[src/shared/glr_pkg.sv]
/*
  Package for the genlock counter reset and offset block: register
  indices, field positions, reset values and state encodings.
  Assumes a 16-bit host register port with word-indexed addresses.
*/
`default_nettype none
package glr_pkg;
  localparam int          GLR_AW                = 5;
  localparam int          GLR_DW                = 16;
  localparam logic [4:0]  GLR_IDX_GENLOCK_CTRL  = 5'h16;
  localparam logic [4:0]  GLR_IDX_LINE_PERIOD   = 5'h17;
  localparam logic [4:0]  GLR_IDX_FRAME_PERIOD  = 5'h18;
  localparam logic [4:0]  GLR_IDX_FDIV_CTRL     = 5'h19;
  localparam logic [4:0]  GLR_IDX_PULSE_CTRL    = 5'h1a;
  localparam logic [4:0]  GLR_IDX_H_DELAY       = 5'h1b;
  localparam logic [4:0]  GLR_IDX_STATUS        = 5'h1c;
  localparam int          GLR_BIT_GL_HOST       = 0;
  localparam int          GLR_BIT_GL_FROM_HOST  = 5;
  localparam int          GLR_BIT_FRAME_MODE    = 0;
  localparam int          GLR_BIT_FRAME_STROBE  = 1;
  localparam int          GLR_BIT_PULSE_STROBE  = 0;
  localparam int          GLR_BIT_TFID_EN       = 2;
  localparam int          GLR_BIT_AFS_EN        = 3;
  localparam logic [15:0] GLR_RST_ZERO          = 16'h0000;
  localparam logic [15:0] GLR_RST_LINE_PERIOD   = 16'h0000;
  localparam logic [15:0] GLR_RST_FRAME_PERIOD  = 16'h0000;
  localparam logic [15:0] GLR_MASK_GENLOCK_CTRL = 16'h0021;
  localparam logic [15:0] GLR_MASK_FDIV_CTRL    = 16'h0003;
  localparam logic [15:0] GLR_MASK_PULSE_CTRL   = 16'h000d;
  localparam logic [15:0] GLR_ONE               = 16'h0001;
  typedef enum logic [1:0] {
    GLR_ARM_IDLE   = 2'b00,
    GLR_ARM_WAIT   = 2'b01,
    GLR_ARM_FIRE   = 2'b10
  } glr_arm_type;
endpackage : glr_pkg
`default_nettype wire

[src/glr_genlock_reset.sv]
/*
  Genlock counter reset and horizontal offset control: host registers,
  reference-driven and period-driven counter resets, host-armed frame and
  pulse resets, and the once-per-field horizontal delay sample.
  Assumes reference syncs arrive from pins asynchronous to clk, and that
  output frame/field boundaries come as one-cycle pulses on clk.
*/
// The address-and-strobe port was left to the implementer.
// Overview of operation
// RULE1: Genlocked reference line sync resets line counter; code resets it once per reference frame sync instead
// RULE2: Nonzero line period resets every N lines
// RULE3: Genlocked reference frame sync resets frame counter
// RULE4: Nonzero frame period resets every N input frames
// RULE5: Host updates frame period through divider control
// RULE6: Frame mode selects host strobe over reference
// RULE7: Frame strobe pulse resets in following frame
// RULE8: Host writes zeros to reserved bits
// RULE9: Audio enable lets strobe reset audio pulse
// RULE10: Ten-field enable lets strobe reset ID pulse
// RULE11: Missing ten-field input tied low, host resets
// RULE12: Pulse strobe resets enabled pulses next frame
// RULE13: Horizontal output delayed by programmed pixel count
// RULE14: Host keeps delay within one line
// RULE15: Advance programmed as maximum minus advance
// RULE16: Delay sampled once per field only
// RULE17: Strobe rising edge arms exactly one reset
// RULE18: Host genlock select picks host bit or pin
`timescale 1ns/1ps
`default_nettype none
module glr_genlock_reset
  import glr_pkg::*;
#(
  parameter bit HAS_AUDIO = 1'b1
) (
  input  wire logic              clk,
  input  wire logic              arst_n,
  input  wire logic [GLR_AW-1:0] reg_addr,
  input  wire logic [GLR_DW-1:0] reg_wdata,
  input  wire logic              reg_wr,
  input  wire logic              reg_rd,
  output var  logic [GLR_DW-1:0] reg_rdata,
  input  wire logic              genlock_pin,
  input  wire logic              ref_line_sync,
  input  wire logic              ref_frame_sync,
  input  wire logic              out_line_start,
  input  wire logic              out_frame_start,
  input  wire logic              out_field_start,
  output var  logic              line_counter_reset,
  output var  logic              frame_counter_reset,
  output var  logic              ten_field_id_pulse_reset,
  output var  logic              audio_frame_sync_pulse_reset,
  output var  logic [GLR_DW-1:0] h_delay_active
);

  // Register file
  logic [GLR_DW-1:0] genlock_ctrl_q;
  logic [GLR_DW-1:0] line_reset_period_q;
  logic [GLR_DW-1:0] frame_reset_period_q;
  logic [GLR_DW-1:0] frame_divider_reset_ctrl_q;
  logic [GLR_DW-1:0] pulse_reset_ctrl_q;
  logic [GLR_DW-1:0] horizontal_output_delay_q;
  logic [GLR_DW-1:0] h_delay_active_q;
  logic [GLR_DW-1:0] reg_rdata_q;

  wire wr_gl    = reg_wr && (reg_addr == GLR_IDX_GENLOCK_CTRL);
  wire wr_line  = reg_wr && (reg_addr == GLR_IDX_LINE_PERIOD);
  wire wr_frame = reg_wr && (reg_addr == GLR_IDX_FRAME_PERIOD);
  wire wr_fdiv  = reg_wr && (reg_addr == GLR_IDX_FDIV_CTRL);
  wire wr_pulse = reg_wr && (reg_addr == GLR_IDX_PULSE_CTRL);
  wire wr_hdel  = reg_wr && (reg_addr == GLR_IDX_H_DELAY);

  // Audio enable stuck low in the variant without audio
  wire [GLR_DW-1:0] pulse_mask = HAS_AUDIO ? GLR_MASK_PULSE_CTRL
                                           : (GLR_MASK_PULSE_CTRL & ~(GLR_ONE << GLR_BIT_AFS_EN));

  always_ff @(posedge clk or negedge arst_n) begin
    if (!arst_n) begin
      genlock_ctrl_q             <= GLR_RST_ZERO;
      line_reset_period_q        <= GLR_RST_LINE_PERIOD;
      frame_reset_period_q       <= GLR_RST_FRAME_PERIOD;
      frame_divider_reset_ctrl_q <= GLR_RST_ZERO;
      pulse_reset_ctrl_q         <= GLR_RST_ZERO;
      horizontal_output_delay_q  <= GLR_RST_ZERO;
    end else begin
      if (wr_gl)    genlock_ctrl_q             <= reg_wdata & GLR_MASK_GENLOCK_CTRL;
      if (wr_line)  line_reset_period_q        <= reg_wdata;
      if (wr_frame) frame_reset_period_q       <= reg_wdata;
      if (wr_fdiv)  frame_divider_reset_ctrl_q <= reg_wdata & GLR_MASK_FDIV_CTRL;  // [RULE5] [RULE8]
      if (wr_pulse) pulse_reset_ctrl_q         <= reg_wdata & pulse_mask;          // [RULE9] [RULE8]
      if (wr_hdel)  horizontal_output_delay_q  <= reg_wdata;
    end
  end

  // Genlock source select
  logic [2:0] gl_pin_s;
  logic       gl_pin_q;
  always_ff @(posedge clk or negedge arst_n) begin
    if (!arst_n) begin
      gl_pin_s <= 3'h0;
      gl_pin_q <= 1'b0;
    end else begin
      gl_pin_s <= {gl_pin_s[1:0], genlock_pin};
      if (gl_pin_s[1] == gl_pin_s[2]) gl_pin_q <= gl_pin_s[2];
    end
  end
  wire genlocked = genlock_ctrl_q[GLR_BIT_GL_FROM_HOST] ? genlock_ctrl_q[GLR_BIT_GL_HOST]
                                                        : gl_pin_q;  // [RULE18]

  // Reference sync inputs: three stages, edge counts once stages 2 and 3 agree
  // A lone metastable sample cannot make a false edge
  logic [2:0] rl_s;
  logic [2:0] rf_s;
  logic       rl_q;
  logic       rf_q;
  logic       rl_prev_q;
  logic       rf_prev_q;
  always_ff @(posedge clk or negedge arst_n) begin
    if (!arst_n) begin
      rl_s      <= 3'h0;
      rf_s      <= 3'h0;
      rl_q      <= 1'b0;
      rf_q      <= 1'b0;
      rl_prev_q <= 1'b0;
      rf_prev_q <= 1'b0;
    end else begin
      rl_s      <= {rl_s[1:0], ref_line_sync};
      rf_s      <= {rf_s[1:0], ref_frame_sync};
      if (rl_s[1] == rl_s[2]) rl_q <= rl_s[2];
      if (rf_s[1] == rf_s[2]) rf_q <= rf_s[2];
      rl_prev_q <= rl_q;
      rf_prev_q <= rf_q;
    end
  end
  wire ref_line_edge  = rl_q && !rl_prev_q;
  wire ref_frame_edge = rf_q && !rf_prev_q;

  // Line-period override counter
  // Cleared while unlocked so a relock starts a whole period
  logic [GLR_DW-1:0] line_cnt_q;
  wire line_override = (line_reset_period_q != GLR_RST_ZERO);
  wire line_cnt_wrap = (line_cnt_q >= line_reset_period_q - GLR_ONE);
  always_ff @(posedge clk or negedge arst_n) begin
    if (!arst_n) begin
      line_cnt_q <= GLR_RST_ZERO;
    end else if (!genlocked || !line_override) begin
      line_cnt_q <= GLR_RST_ZERO;
    end else if (ref_line_edge) begin
      line_cnt_q <= line_cnt_wrap ? GLR_RST_ZERO : line_cnt_q + GLR_ONE;  // [RULE2]
    end
  end
  // Override: every N reference lines; otherwise once per reference frame
  wire line_reset_d = genlocked && (line_override ? (ref_line_edge && line_cnt_wrap)  // [RULE2]
                                                  : ref_frame_edge);                  // [RULE1]

  // Frame-period override counter
  logic [GLR_DW-1:0] frame_cnt_q;
  wire frame_override = (frame_reset_period_q != GLR_RST_ZERO);
  wire frame_cnt_wrap = (frame_cnt_q >= frame_reset_period_q - GLR_ONE);
  wire host_frame_mode = frame_divider_reset_ctrl_q[GLR_BIT_FRAME_MODE];
  logic host_frame_fire;
  always_ff @(posedge clk or negedge arst_n) begin
    if (!arst_n) begin
      frame_cnt_q <= GLR_RST_ZERO;
    end else if (!genlocked || !frame_override || host_frame_fire) begin
      frame_cnt_q <= GLR_RST_ZERO;  // Host strobe re-phases the divider
    end else if (ref_frame_edge) begin
      frame_cnt_q <= frame_cnt_wrap ? GLR_RST_ZERO : frame_cnt_q + GLR_ONE;  // [RULE4]
    end
  end
  wire ref_frame_reset = genlocked && ref_frame_edge &&
                         (frame_override ? frame_cnt_wrap : 1'b1);  // [RULE3] [RULE4]

  // Host strobes: rising edge of the register bit, one arm per edge
  // Bits do not self-clear: a second reset needs a write of zero first
  logic fstb_prev_q;
  logic pstb_prev_q;
  always_ff @(posedge clk or negedge arst_n) begin
    if (!arst_n) begin
      fstb_prev_q <= 1'b0;
      pstb_prev_q <= 1'b0;
    end else begin
      fstb_prev_q <= frame_divider_reset_ctrl_q[GLR_BIT_FRAME_STROBE];
      pstb_prev_q <= pulse_reset_ctrl_q[GLR_BIT_PULSE_STROBE];
    end
  end
  wire fstb_rise = frame_divider_reset_ctrl_q[GLR_BIT_FRAME_STROBE] && !fstb_prev_q;  // [RULE17]
  wire pstb_rise = pulse_reset_ctrl_q[GLR_BIT_PULSE_STROBE] && !pstb_prev_q;          // [RULE17]

  // Arm on strobe, wait for the next output frame start, fire in that frame
  glr_arm_type farm_q;
  glr_arm_type parm_q;
  always_ff @(posedge clk or negedge arst_n) begin
    if (!arst_n) begin
      farm_q <= GLR_ARM_IDLE;
    end else begin
      case (farm_q)
        GLR_ARM_IDLE: if (fstb_rise && host_frame_mode) farm_q <= GLR_ARM_WAIT;  // [RULE6]
        GLR_ARM_WAIT: if (out_frame_start) farm_q <= GLR_ARM_FIRE;              // [RULE7]
        default:      farm_q <= GLR_ARM_IDLE;
      endcase
    end
  end
  always_ff @(posedge clk or negedge arst_n) begin
    if (!arst_n) begin
      parm_q <= GLR_ARM_IDLE;
    end else begin
      case (parm_q)
        GLR_ARM_IDLE: if (pstb_rise) parm_q <= GLR_ARM_WAIT;      // [RULE12]
        GLR_ARM_WAIT: if (out_frame_start) parm_q <= GLR_ARM_FIRE;  // [RULE12]
        default:      parm_q <= GLR_ARM_IDLE;
      endcase
    end
  end
  assign host_frame_fire = (farm_q == GLR_ARM_FIRE);
  wire pulse_fire = (parm_q == GLR_ARM_FIRE);

  // Host mode replaces the reference as the source of the frame reset
  wire frame_reset_d = host_frame_mode ? host_frame_fire : ref_frame_reset;  // [RULE6]
  // Independent of reference resets; enables sampled at fire time
  wire tfid_reset_d = pulse_fire && pulse_reset_ctrl_q[GLR_BIT_TFID_EN];  // [RULE10] [RULE11]
  wire audio_frame_pulse_reset_enable_d  = pulse_fire && pulse_reset_ctrl_q[GLR_BIT_AFS_EN];   // [RULE9]

  // Horizontal delay taken up at field start only, so a line never tears
  wire [GLR_DW-1:0] h_delay_d = out_field_start ? horizontal_output_delay_q : h_delay_active_q;  // [RULE16]

  // Readback
  wire [GLR_DW-1:0] status_word = {12'h000, genlocked, host_frame_fire, farm_q != GLR_ARM_IDLE,
                                   parm_q != GLR_ARM_IDLE};
  logic [GLR_DW-1:0] rdata_d;
  always_comb begin
    case (reg_addr)
      GLR_IDX_GENLOCK_CTRL: rdata_d = genlock_ctrl_q;
      GLR_IDX_LINE_PERIOD:  rdata_d = line_reset_period_q;
      GLR_IDX_FRAME_PERIOD: rdata_d = frame_reset_period_q;
      GLR_IDX_FDIV_CTRL:    rdata_d = frame_divider_reset_ctrl_q;
      GLR_IDX_PULSE_CTRL:   rdata_d = pulse_reset_ctrl_q;
      GLR_IDX_H_DELAY:      rdata_d = horizontal_output_delay_q;
      GLR_IDX_STATUS:       rdata_d = status_word;
      default:              rdata_d = GLR_RST_ZERO;
    endcase
  end

  always_ff @(posedge clk or negedge arst_n) begin
    if (!arst_n) begin
      reg_rdata_q                  <= GLR_RST_ZERO;
      line_counter_reset           <= 1'b0;
      frame_counter_reset          <= 1'b0;
      ten_field_id_pulse_reset     <= 1'b0;
      audio_frame_sync_pulse_reset <= 1'b0;
      h_delay_active_q             <= GLR_RST_ZERO;
    end else begin
      reg_rdata_q                  <= reg_rd ? rdata_d : GLR_RST_ZERO;
      line_counter_reset           <= line_reset_d;
      frame_counter_reset          <= frame_reset_d;
      ten_field_id_pulse_reset     <= tfid_reset_d;
      audio_frame_sync_pulse_reset <= audio_frame_pulse_reset_enable_d;
      h_delay_active_q             <= h_delay_d;  // [RULE13]
    end
  end
  assign reg_rdata      = reg_rdata_q;
  assign h_delay_active = h_delay_active_q;  // [RULE13] [RULE14] [RULE15]
endmodule : glr_genlock_reset
`default_nettype wire

[config.mk]
export PLATFORM = sky130hd
export DESIGN_NAME = glr_genlock_reset
export DESIGN_NICKNAME = d
export VERILOG_FILES = /design/src/shared/glr_pkg.sv /design/src/glr_genlock_reset.sv
export SDC_FILE = /design/constraint.sdc
export NUM_CORES = 1
export LEC_CHECK = 0
export BUFFER_PORTS_ARGS = -buffer_cell sky130_fd_sc_hd__buf_4
export CAP_MARGIN = 15
export CELL_PAD_IN_SITES_DETAIL_PLACEMENT = 2
export CELL_PAD_IN_SITES_GLOBAL_PLACEMENT = 2
export CORE_UTILIZATION = 43
export DETAILED_ROUTE_END_ITERATION = 10
export GPL_ROUTABILITY_DRIVEN = 0
export PLACE_DENSITY_LB_ADDON = 0.25
export REMOVE_ABC_BUFFERS = 1
export SKIP_LAST_GASP = 1
export SLEW_MARGIN = 20
export SYNTH_ARGS = -nofsm -noshare
export SYNTH_HDL_FRONTEND = slang
export SYNTH_SLANG_ARGS = --single-unit
[constraint.sdc]
create_clock -name clk -period 7.5 [get_ports clk]
set_clock_uncertainty 0.1 [all_clocks]
set_input_delay 1.5 -clock clk [delete_from_list [all_inputs] [get_ports clk]]
set_output_delay 1.5 -clock clk [all_outputs]
set_load 0.005 [all_outputs]
* After elaboration in Yosys (flattened, before gate mapping)
Index checks and enable logic that the tools add are counted.
** Storage, ports and cells
- Register bits :: 143
- Input port bits :: 31
- Output and inout port bits :: 36
- Logic and storage cells :: 104
** Operators by class
- $add $sub $neg :: 4
- Magnitude comparators :: 2
- Eq/ne operators :: 18
- Mux-type cells :: 17
- Reduce and logical (&&, ||, !) cells :: 37
** Operator list (number)
- 16-bit 2-to-1 mux :: 7
- 16-bit one-hot mux with 7 select lines :: 1
- 5-bit equality test (second input constant) :: 7
- 16-bit by 1-bit adder with 16-bit output (second input constant) :: 2
- 16-bit greater-or-equal comparator :: 2
- 16-bit nonzero test :: 2
- 16-bit by 1-bit subtractor with 16-bit output (second input constant) :: 2
- 1-bit logical AND :: 17
- 2-bit inequality test (second input constant) :: 4
- 2-bit one-hot mux with 2 select lines :: 2
- 2-bit nonzero test :: 4
- 1-bit zero test :: 7
- 2-bit 2-to-1 mux :: 3
- 2-bit by 1-bit equality test with 1-bit output (second input constant) :: 2
- 2-bit equality test (second input constant) :: 2
- 2-bit zero test :: 2
- 1-bit 2-to-1 mux :: 4
- 2-bit AND reduction :: 2
- 1-bit equality test :: 3
- 1-bit logical OR :: 3

* Longest topological paths before layout
Gate-level depths: netlist of the first run.
- Depth in word-level cells :: 5
- Mapped depth :: 14
- Gate-level depth less buffers :: 13

* Worst setup path before layout of the first run
OpenSTA, ideal clock, no wires.
- Path kind :: reg2reg
- Start point :: reg line_reset_period_q[4]
- End point :: reg line_cnt_q[8]
- Library setup time :: 78 ps
- Data arrival time :: 3732 ps
- Required time :: 7322 ps
- Path slack :: 3591 ps
- Cell stages (with the launch flop) :: 15
- Buffers on the path :: 1
- Period minus slack after synthesis :: 3909 ps
- Cell sequence :: dfrtp_1 -> or3_1 -> or4_1 -> nor4_2 -> nand2b_1 -> nor4_1 -> xnor2_1 -> ha_1 -> nand4_1 -> nor2_1 -> a311o_1 -> or4_1 -> buf_2 -> or3_1 -> a21oi_1
** On the way
- Word-level cells in the longest chain between the ends :: 5
- Elaborated cells between the ends (all ways) :: 9
- Classes of those cells :: add/sub (1); order compare (1); mux (3); reduce/logical (4)
** RTL lines
- start: declaration :: line glr_genlock_reset.sv:57 : logic [GLR_DW-1:0] line_reset_period_q;
- start signal: assignment :: line glr_genlock_reset.sv:86 : if (wr_line) line_reset_period_q <= reg_wdata;
- 16-bit by 1-bit subtractor with 16-bit output :: line glr_genlock_reset.sv:141 : wire line_cnt_wrap = (line_cnt_q >= line_reset_period_q - GLR_ONE);
- 16-bit greater-or-equal comparator :: line glr_genlock_reset.sv:141
- 16-bit 2-to-1 mux :: line glr_genlock_reset.sv:148 : line_cnt_q <= line_cnt_wrap ? GLR_RST_ZERO : line_cnt_q + GLR_ONE;
- 16-bit 2-to-1 mux :: line glr_genlock_reset.sv:147 : end else if (ref_line_edge) begin
- 16-bit 2-to-1 mux :: line glr_genlock_reset.sv:145 : end else if (!genlocked || !line_override) begin
- end signal: assignment :: line glr_genlock_reset.sv:148
- end: declaration :: line glr_genlock_reset.sv:139 : logic [GLR_DW-1:0] line_cnt_q;
Several ways; a longest one is shown, not always the timed one. The select of a mux whose other input is x is not followed.
A chain may end at the register's enable or synchronous reset.

* Worst setup path after layout of the first run
- Start point :: reg line_reset_period_q[3]
- End point :: reg line_cnt_q[10]
Same word-level chain as after synthesis.

==> impl_metrics.prom, run 1 <==
# TYPE chip_impl_metric gauge
chip_impl_metric{name="post_synth_instance_area",unit="mm²"} 0.00714
chip_impl_metric{name="reg2reg_slack",unit="ps"} 2650
chip_impl_metric{name="cell_pwr_density",unit="mW/mm²"} 266
chip_impl_metric{name="postSynthAreaPerCell",unit="µm²"} 11.5
chip_impl_metric{name="finalMaxSlewViolations",unit=""} 0
chip_impl_metric{name="wirelength",unit="mm"} 22.5
chip_impl_metric{name="synth_cell_type_count",unit=""} 63
chip_impl_metric{name="die_footprint",unit="mm²"} 0.0171
chip_impl_metric{name="grt.total_usage",unit="%"} 28.0
chip_impl_metric{name="fp-row-count",unit=""} 46
chip_impl_metric{name="drt_iter0_markers",unit=""} 277
chip_impl_metric{name="floorplan.die.height",unit="µm"} 131
chip_impl_metric{name="fmax",unit="MHz"} 206
chip_impl_metric{name="finish.net_count",unit=""} 756
chip_impl_info{name="post-synth-top-count-cell",value="sky130_fd_sc_hd__dfrtp_1"} 1
chip_impl_metric{name="ant_nets_after_route",unit=""} 0
chip_impl_metric{name="first_pass_iters",unit=""} 5
chip_impl_metric{name="netlist.area_leader.share",unit="%"} 50.1
chip_impl_metric{name="ctsHoldBuffers",unit=""} 0
chip_impl_metric{name="yosys_register_bits",unit=""} 143
chip_impl_metric{name="grt_start_max_net_pins",unit=""} 83
chip_impl_info{name="synth_ff_type",value="sky130_fd_sc_hd__dfrtp_1"} 1
chip_impl_metric{name="avgViaCountPerCell",unit=""} 6.07
chip_impl_metric{name="tns",unit="ps"} 0
chip_impl_metric{name="routed-via-count",unit=""} 5570
chip_impl_metric{name="cts-root-to-sink-buffers",unit=""} 2
chip_impl_info{name="critical_path.startpoint_type",value="register"} 1
chip_impl_metric{name="post-place-ws",unit="ps"} 2540
chip_impl_metric{name="finalCriticalPeriod",unit="ps"} 4850
chip_impl_info{name="synth.area.top_cells",value="sky130_fd_sc_hd__dfrtp_1, sky130_fd_sc_hd__mux2_2, sky130_fd_sc_hd__ha_1, sky130_fd_sc_hd__nor2_1, sky130_fd_sc_hd__xnor2_1"} 1
chip_impl_metric{name="cts.htree.levels",unit=""} 4
chip_impl_metric{name="period_share",unit="%"} 64.6
chip_impl_metric{name="insertion_delay_of_the_later_clocked_pin_in_the_worst_skew_pair",unit="ps"} 430
chip_impl_metric{name="count_of_endpoints_failing_hold_in_the_final_timing_report",unit=""} 0
chip_impl_metric{name="timing.final.ws_setup",unit="ps"} 2650
chip_impl_info{name="synthDominantAreaCellType",value="sky130_fd_sc_hd__dfrtp_1"} 1
chip_impl_metric{name="hpwl",unit="mm"} 15.2
chip_impl_metric{name="grt.overflow.total",unit=""} 0
chip_impl_metric{name="count_of_maximum_capacitance_violations",unit=""} 0
chip_impl_info{name="cts_tree",value="done"} 1
chip_impl_metric{name="boundaryPins",unit=""} 67
chip_impl_metric{name="leak",unit="nW"} 3.79
chip_impl_info{name="endpoint_kind",value="register"} 1
chip_impl_metric{name="finish.utilization",unit="%"} 52.2
chip_impl_metric{name="cts.sink_count",unit=""} 143
chip_impl_metric{name="first_global_vias",unit=""} 6182
chip_impl_metric{name="worstPathMaxFanout",unit=""} 9
chip_impl_metric{name="num-fill-cells",unit=""} 1570
chip_impl_metric{name="worst_ir_drop_vdd",unit="µV"} 164
chip_impl_metric{name="worst_ep_required_time",unit="ps"} 7710
chip_impl_info{name="run_status",value="finished, final reports clean"} 1
chip_impl_info{name="rsz0062_at_grt",value="false"} 1
chip_impl_metric{name="worst-slew-pin-transition",unit="ps"} 1020
chip_impl_metric{name="timing.critical_path.arrival",unit="ps"} 5060
chip_impl_metric{name="grt_antenna_before_repair",unit=""} 0
chip_impl_metric{name="synth_edf_count",unit=""} 0
chip_impl_metric{name="dieWidth",unit="µm"} 131
chip_impl_metric{name="yosysWarnings",unit=""} 0
chip_impl_metric{name="detail_route.wl_per_cell",unit="µm"} 24.6
chip_impl_metric{name="first_pass_grt_wire_length",unit="mm"} 35.0
chip_impl_info{name="min-delay-path-class",value="register to register"} 1
chip_impl_metric{name="start_util",unit="%"} 44.4
chip_impl_metric{name="timing.final.setup_violations",unit=""} 0
chip_impl_info{name="clockRootBuffer",value="sky130_fd_sc_hd__clkbuf_16"} 1
chip_impl_metric{name="final_layout_size_suffix_gt1_share",unit="%"} 26.0
chip_impl_metric{name="post_cts.resized_instances",unit=""} 0
chip_impl_metric{name="insertedDiodeCount",unit=""} 0
chip_impl_metric{name="remaining_max_slew_budget_at_the_tightest_pin",unit="%"} 31.6
chip_impl_metric{name="postCtsSetupRepairBufs",unit=""} 0
chip_impl_metric{name="numCtsBuffers",unit=""} 17
chip_impl_metric{name="drc_errors",unit=""} 0
chip_impl_metric{name="synth-async-reset-ratio",unit="%"} 100
chip_impl_info{name="critical_path_class",value="register to register"} 1
chip_impl_info{name="synth_commonest_cells",value="sky130_fd_sc_hd__dfrtp_1, sky130_fd_sc_hd__mux2_2, sky130_fd_sc_hd__nor2_1"} 1
chip_impl_metric{name="clk_pin_slew",unit="ps"} 60
chip_impl_metric{name="synth_cells",unit=""} 623
chip_impl_metric{name="area.growth.synth_to_final",unit="%"} 17.4
chip_impl_metric{name="floorplan.core_area",unit="mm²"} 0.0161
chip_impl_metric{name="io_buffer_count",unit=""} 65
chip_impl_metric{name="yosysSeqAreaShare",unit="%"} 50.1
-- per-layer routing --
layer  GRT usage, %  vias up  wire length, µm
met5              0        -                0
li1               -     2441                -
met2           49.3      161            11700
met3           5.17       51              866
met4           11.3        0              592
met1           33.7     2917             9390
-- final cells by class --
| type | instances | area [µm²] | share of cell area [%] |
|---|---|---|---|
| timing repair buffer | 67 | 507 | 6.05 |
| multi-input combinational | 449 | 3450 | 41.2 |
| sequential | 143 | 3580 | 42.7 |
| inverter | 11 | 41.3 | 0.493 |
| clock buffer | 18 | 439 | 5.24 |
| clock inverter | 13 | 93.8 | 1.12 |
| tap | 216 | 270 | 3.23 |
-- registers in the layout, indices dropped and copies added, names as in the netlist, 2 cells and up --
signal and count:
farm_q 2, frame_cnt_q 16, frame_divider_reset_ctrl_q 2, frame_reset_period_q 16, genlock_ctrl_q 2, gl_pin_s 3, h_delay_active 16, horizontal_output_delay_q 16
line_cnt_q 16, line_reset_period_q 16, parm_q 2, pulse_reset_ctrl_q 3, reg_rdata 16, rf_s 3, rl_s 3
-- placed cells by master, fill, tap and decap left out, types with 3 or more instances in the layout --
master	n
sky130_fd_sc_hd__dfrtp_1	143
sky130_fd_sc_hd__mux2_2	72
sky130_fd_sc_hd__buf_4	66
sky130_fd_sc_hd__nor2_1	62
sky130_fd_sc_hd__nand2_1	36
sky130_fd_sc_hd__ha_1	36
sky130_fd_sc_hd__xor2_1	21
sky130_fd_sc_hd__xnor2_1	21
sky130_fd_sc_hd__nand3_1	19
sky130_fd_sc_hd__clkbuf_16	17
sky130_fd_sc_hd__nor3_1	16
sky130_fd_sc_hd__a21oi_1	15
sky130_fd_sc_hd__nand4_1	15
sky130_fd_sc_hd__a222oi_1	12
sky130_fd_sc_hd__inv_1	11
sky130_fd_sc_hd__and3_1	10
sky130_fd_sc_hd__nor4_1	9
sky130_fd_sc_hd__a22oi_1	8
sky130_fd_sc_hd__a22o_1	8
sky130_fd_sc_hd__nand2b_1	7
sky130_fd_sc_hd__nor2b_1	7
sky130_fd_sc_hd__o21ai_0	7
sky130_fd_sc_hd__clkinvlp_4	7
sky130_fd_sc_hd__or3_1	5
sky130_fd_sc_hd__o31ai_1	4
sky130_fd_sc_hd__a21o_1	3
sky130_fd_sc_hd__a221oi_1	3
sky130_fd_sc_hd__a31oi_1	3
sky130_fd_sc_hd__a31o_2	3
sky130_fd_sc_hd__and4_1	3
sky130_fd_sc_hd__maj3_1	3
sky130_fd_sc_hd__clkinv_2	3
-- per-stage QoR --
stage	hold WS (ps)	cells	cell area (µm²)	power (mW)
3_5_place_dp	236	886	7830	1.44
2_1_floorplan	231	603	7050	1.24
3_3_place_gp	232	886	7830	1.39
6_report	247	917	8380	2.23
5_1_grt	267	917	8380	2.32
4_1_cts	250	917	8360	2.24
-- worst max-delay path, stage by stage (launching register included) --
cell                        delay (ps)
sky130_fd_sc_hd__dfrtp_1           450
sky130_fd_sc_hd__or3_1             400
sky130_fd_sc_hd__or4_1             470
sky130_fd_sc_hd__nor4_2            290
sky130_fd_sc_hd__nand2b_1          170
sky130_fd_sc_hd__nor3b_1           340
sky130_fd_sc_hd__xnor2_1           120
sky130_fd_sc_hd__ha_1              310
sky130_fd_sc_hd__nand4_1           160
sky130_fd_sc_hd__or2_2             360
sky130_fd_sc_hd__a2111oi_1         590
sky130_fd_sc_hd__or4_1             460
sky130_fd_sc_hd__nor3_4            170
sky130_fd_sc_hd__a221o_1           330
-- power by group --
| part | leakage [nW] | switching (mW) | internal [mW] |
|---|---|---|---|
| combinational | 1.67 | 0.246 | 0.217 |
| clock | 0.242 | 0.351 | 0.428 |
| sequential | 1.88 | 0.121 | 0.865 |
-- path summary, 6_finish.rpt --
kind | from | to | depth (start not counted)
setup / recovery | line_reset_period_q[3] | line_cnt_q[10] | 13
hold / removal | gl_pin_s[0] | gl_pin_s[1] | 0
max in group asynchronous | arst_n | line_reset_period_q[0] | 2
min in group asynchronous | arst_n | line_cnt_q[12] | 1
hold reg to reg | gl_pin_s[0] | gl_pin_s[1] | 0
setup reg to reg | line_reset_period_q[3] | line_cnt_q[10] | 13
-- kinds of logic (layout without fill, tap and decap cells) --
group,after synthesis,count (layout),share of synthesized area (%)
xor gates and xnor gates,42,42,5.15
adders and majority gates,39,39,6.73
DFF,143,143,50.1
muxes,73,73,11.5
AOI/OAI and AO/OA,85,85,9.31
and+or+nand+nor,210,210,15.4
buffers and inverters,31,109,1.74
No activity file was read; power rests on OpenSTA's default activity.
==> run 2, diff against run 1 <==
--- a/config.mk
+++ b/config.mk
@@ -9,7 +9,7 @@
 export CAP_MARGIN = 15
 export CELL_PAD_IN_SITES_DETAIL_PLACEMENT = 2
 export CELL_PAD_IN_SITES_GLOBAL_PLACEMENT = 2
-export CORE_UTILIZATION = 43
+export CORE_UTILIZATION = 40
 export DETAILED_ROUTE_END_ITERATION = 10
 export GPL_ROUTABILITY_DRIVEN = 0
 export PLACE_DENSITY_LB_ADDON = 0.25
==> constraint.sdc (replaced) <==
create_clock -name clk -period 4.9 [get_ports clk]
set_clock_uncertainty 0.1 [all_clocks]
set_input_delay 0.98 -clock clk [delete_from_list [all_inputs] [get_ports clk]]
set_output_delay 0.98 -clock clk [all_outputs]
set_load 0.005 [all_outputs]
==> impl_metrics.prom, run 2 (synthesized netlist as in run 1, its figures left out) <==
# TYPE chip_impl_metric gauge
chip_impl_metric{name="finalMaxSlewViolations",unit=""} 0
chip_impl_info{name="clockRootBuffer",value="sky130_fd_sc_hd__clkbuf_16"} 1
chip_impl_metric{name="worstPathMaxFanout",unit=""} 8
chip_impl_metric{name="final_layout_size_suffix_gt1_share",unit="%"} 26.2
chip_impl_metric{name="floorplan.die.height",unit="µm"} 136
chip_impl_metric{name="avgViaCountPerCell",unit=""} 5.88
chip_impl_info{name="timing.hold.worst.start",value="gl_pin_s[0]"} 1
chip_impl_metric{name="clk_pin_slew",unit="ps"} 60
chip_impl_metric{name="drc_errors",unit=""} 0
chip_impl_metric{name="ctsHoldBuffers",unit=""} 0
chip_impl_metric{name="first_pass_iters",unit=""} 7
chip_impl_metric{name="post-place-ws",unit="ps"} 242
chip_impl_metric{name="detail_route.wl_per_cell",unit="µm"} 22.6
chip_impl_info{name="endpoint_kind",value="register"} 1
chip_impl_metric{name="count_of_endpoints_failing_hold_in_the_final_timing_report",unit=""} 0
chip_impl_metric{name="reg2reg_slack",unit="ps"} 350
chip_impl_metric{name="count_of_maximum_capacitance_violations",unit=""} 0
chip_impl_info{name="cts_tree",value="done"} 1
chip_impl_metric{name="p_clk_share",unit="%"} 39.6
chip_impl_metric{name="period_share",unit="%"} 92.8
chip_impl_metric{name="grt.total_usage",unit="%"} 24.2
chip_impl_metric{name="wirelength",unit="mm"} 20.9
chip_impl_metric{name="worst_ep_required_time",unit="ps"} 5100
chip_impl_metric{name="worst-r2r-cell-count",unit=""} 14
chip_impl_metric{name="power.share.switching",unit="%"} 28.4
chip_impl_metric{name="timing.critical_path.arrival",unit="ps"} 4750
chip_impl_metric{name="timing.final.ws_setup",unit="ps"} 353
chip_impl_metric{name="worst-slew-pin-transition",unit="ps"} 894
chip_impl_metric{name="tns",unit="ps"} 0
chip_impl_metric{name="finish.net_count",unit=""} 759
chip_impl_metric{name="floorplan.core_area",unit="mm²"} 0.0174
chip_impl_metric{name="pwr-share-comb",unit="%"} 19.1
chip_impl_info{name="run_status",value="finished, final reports clean"} 1
chip_impl_info{name="gate_family_responsible_for_the_most_delay_along_the_worst_path",value="simple AND/OR/NAND/NOR gates"} 1
chip_impl_info{name="hold-path-endpoint",value="gl_pin_s[1]"} 1
chip_impl_metric{name="insertedDiodeCount",unit=""} 0
chip_impl_metric{name="hpwl",unit="mm"} 14.9
chip_impl_info{name="cp-startpoint",value="line_reset_period_q[4]"} 1
chip_impl_metric{name="hold-path-cell-count",unit=""} 0
chip_impl_metric{name="finish.utilization",unit="%"} 49.1
chip_impl_info{name="critical_path_class",value="register to register"} 1
chip_impl_info{name="end_of_the_worst_register_to_register_path",value="line_cnt_q[13]"} 1
chip_impl_info{name="crit_path_cell_trace",value="or3_1 -> or4_1 -> nor4_2 -> nand2b_1 -> nor3b_1 -> xnor2_1 -> ha_1 -> nand4_1 -> or2_2 -> a2111oi_1 -> nor4_2 -> buf_4 -> a31o_2 -> a22o_1"} 1
chip_impl_metric{name="final-seq-area",unit="mm²"} 0.00358
chip_impl_info{name="rsz0062_at_grt",value="false"} 1
chip_impl_metric{name="switchingPower",unit="mW"} 1.03
chip_impl_metric{name="cell_internal_pwr",unit="mW"} 2.60
chip_impl_metric{name="worst_ir_drop_vdd",unit="µV"} 266
chip_impl_metric{name="remaining_max_slew_budget_at_the_tightest_pin",unit="%"} 39.9
chip_impl_metric{name="timing.final.setup_violations",unit=""} 0
chip_impl_metric{name="leak",unit="nW"} 3.87
chip_impl_metric{name="io_buffer_count",unit=""} 65
chip_impl_info{name="critical-path-slowest-cell",value="sky130_fd_sc_hd__a2111oi_1"} 1
chip_impl_metric{name="drt_iter0_markers",unit=""} 317
chip_impl_metric{name="crit_buf_inv",unit=""} 1
chip_impl_metric{name="grt.overflow.total",unit=""} 0
chip_impl_metric{name="multiInputGateArea",unit="mm²"} 0.00344
chip_impl_metric{name="dieWidth",unit="µm"} 136
chip_impl_metric{name="first_global_vias",unit=""} 5943
chip_impl_info{name="mostFrequentLayoutCells",value="sky130_fd_sc_hd__dfrtp_1, sky130_fd_sc_hd__mux2_2, sky130_fd_sc_hd__buf_4"} 1
chip_impl_metric{name="start_util",unit="%"} 41.1
chip_impl_metric{name="worst_path_largest_cell_delay",unit="ps"} 530
chip_impl_info{name="critical_path.startpoint_type",value="register"} 1
chip_impl_metric{name="grt_antenna_before_repair",unit=""} 0
chip_impl_metric{name="ant_nets_after_route",unit=""} 0
chip_impl_metric{name="boundaryPins",unit=""} 67
chip_impl_info{name="critical_path.most_common_cell",value="sky130_fd_sc_hd__nor4_2"} 1
chip_impl_metric{name="num-fill-cells",unit=""} 1705
chip_impl_metric{name="first_pass_grt_wire_length",unit="mm"} 33.5
chip_impl_metric{name="cts.htree.levels",unit=""} 4
chip_impl_metric{name="die_footprint",unit="mm²"} 0.0184
chip_impl_info{name="min-delay-path-class",value="register to register"} 1
chip_impl_metric{name="cts-root-to-sink-buffers",unit=""} 2
chip_impl_metric{name="area.growth.synth_to_final",unit="%"} 19.3
chip_impl_metric{name="fmax",unit="MHz"} 220
chip_impl_info{name="reg2reg_from",value="line_reset_period_q[4]"} 1
chip_impl_metric{name="grt_start_max_net_pins",unit=""} 82
chip_impl_metric{name="numCtsBuffers",unit=""} 17
chip_impl_metric{name="routed-via-count",unit=""} 5453
chip_impl_metric{name="power.share.sequential",unit="%"} 41.3
chip_impl_metric{name="cell_pwr_density",unit="mW/mm²"} 427
chip_impl_info{name="layout.cells.most_common",value="sky130_fd_sc_hd__dfrtp_1"} 1
chip_impl_metric{name="insertion_delay_of_the_later_clocked_pin_in_the_worst_skew_pair",unit="ps"} 420
chip_impl_metric{name="finalCriticalPeriod",unit="ps"} 4550
chip_impl_metric{name="fp-row-count",unit=""} 48
chip_impl_metric{name="design_power_total",unit="mW"} 3.63
chip_impl_metric{name="cts.sink_count",unit=""} 143
## run 2: changes by cell type in the layout (fill, tap and decap cells not counted), moves of 2 or more
| cell | before | now |
|---|---|---|
| sky130_fd_sc_hd__clkinv_4 | 2 | 0 |
| sky130_fd_sc_hd__buf_4 | 66 | 69 |
| sky130_fd_sc_hd__clkinv_2 | 3 | 5 |
| sky130_fd_sc_hd__clkinvlp_4 | 7 | 2 |
| sky130_fd_sc_hd__bufinv_16 | 0 | 6 |
## run 2: routing by layer
metal  vias up  wire length (µm)  GRT usage, %
met2       141             10700          41.5
met1      2846              9140          31.2
met4         0               340          7.87
met5         -                 0             0
li1       2439                 -             -
met3        27               741          3.74
## run 2: metrics by stage
stage	std cells	hold slack [ps]	instance area, µm²
floorplan	603	231	7050
global placement	898	232	7870
detailed placement	898	238	7870
CTS	928	252	8510
global route	928	257	8510
finish	928	248	8510
## run 2: power groups by stage
stage,combinational [mW],clock [mW],sequential [mW]
detailed placement,0.687,0,1.52
floorplan,0.439,0,1.45
finish,0.695,1.44,1.50
global route,0.766,1.51,1.52
CTS,0.704,1.46,1.50
global placement,0.633,0,1.50
## run 2: final cells by class
class | instances | area share [%]
sequential | 143 | 42.0
multi-input combinational | 449 | 40.4
timing repair buffer | 70 | 6.22
clock buffer | 17 | 5.00
tap | 225 | 3.31
clock inverter | 13 | 2.59
inverter | 11 | 0.485
## run 2: worst max-delay path by stage
| stage | cells after the start | slack [ps] | to |
|---|---|---|---|
| after floorplan | 13 | 960 | line_cnt_q[8] |
| after global placement | 13 | 520 | line_cnt_q[10] |
| after detailed placement | 13 | 240 | line_cnt_q[7] |
| after CTS | 13 | 220 | line_cnt_q[7] |
| after global routing | 14 | 130 | line_cnt_q[13] |
| final | 14 | 350 | line_cnt_q[13] |
## run 2: what timing repair did
item,in CTS,in global routing
gates resized for setup,0,1
setup buffers,0,0
endpoints found under the setup margin,0,4
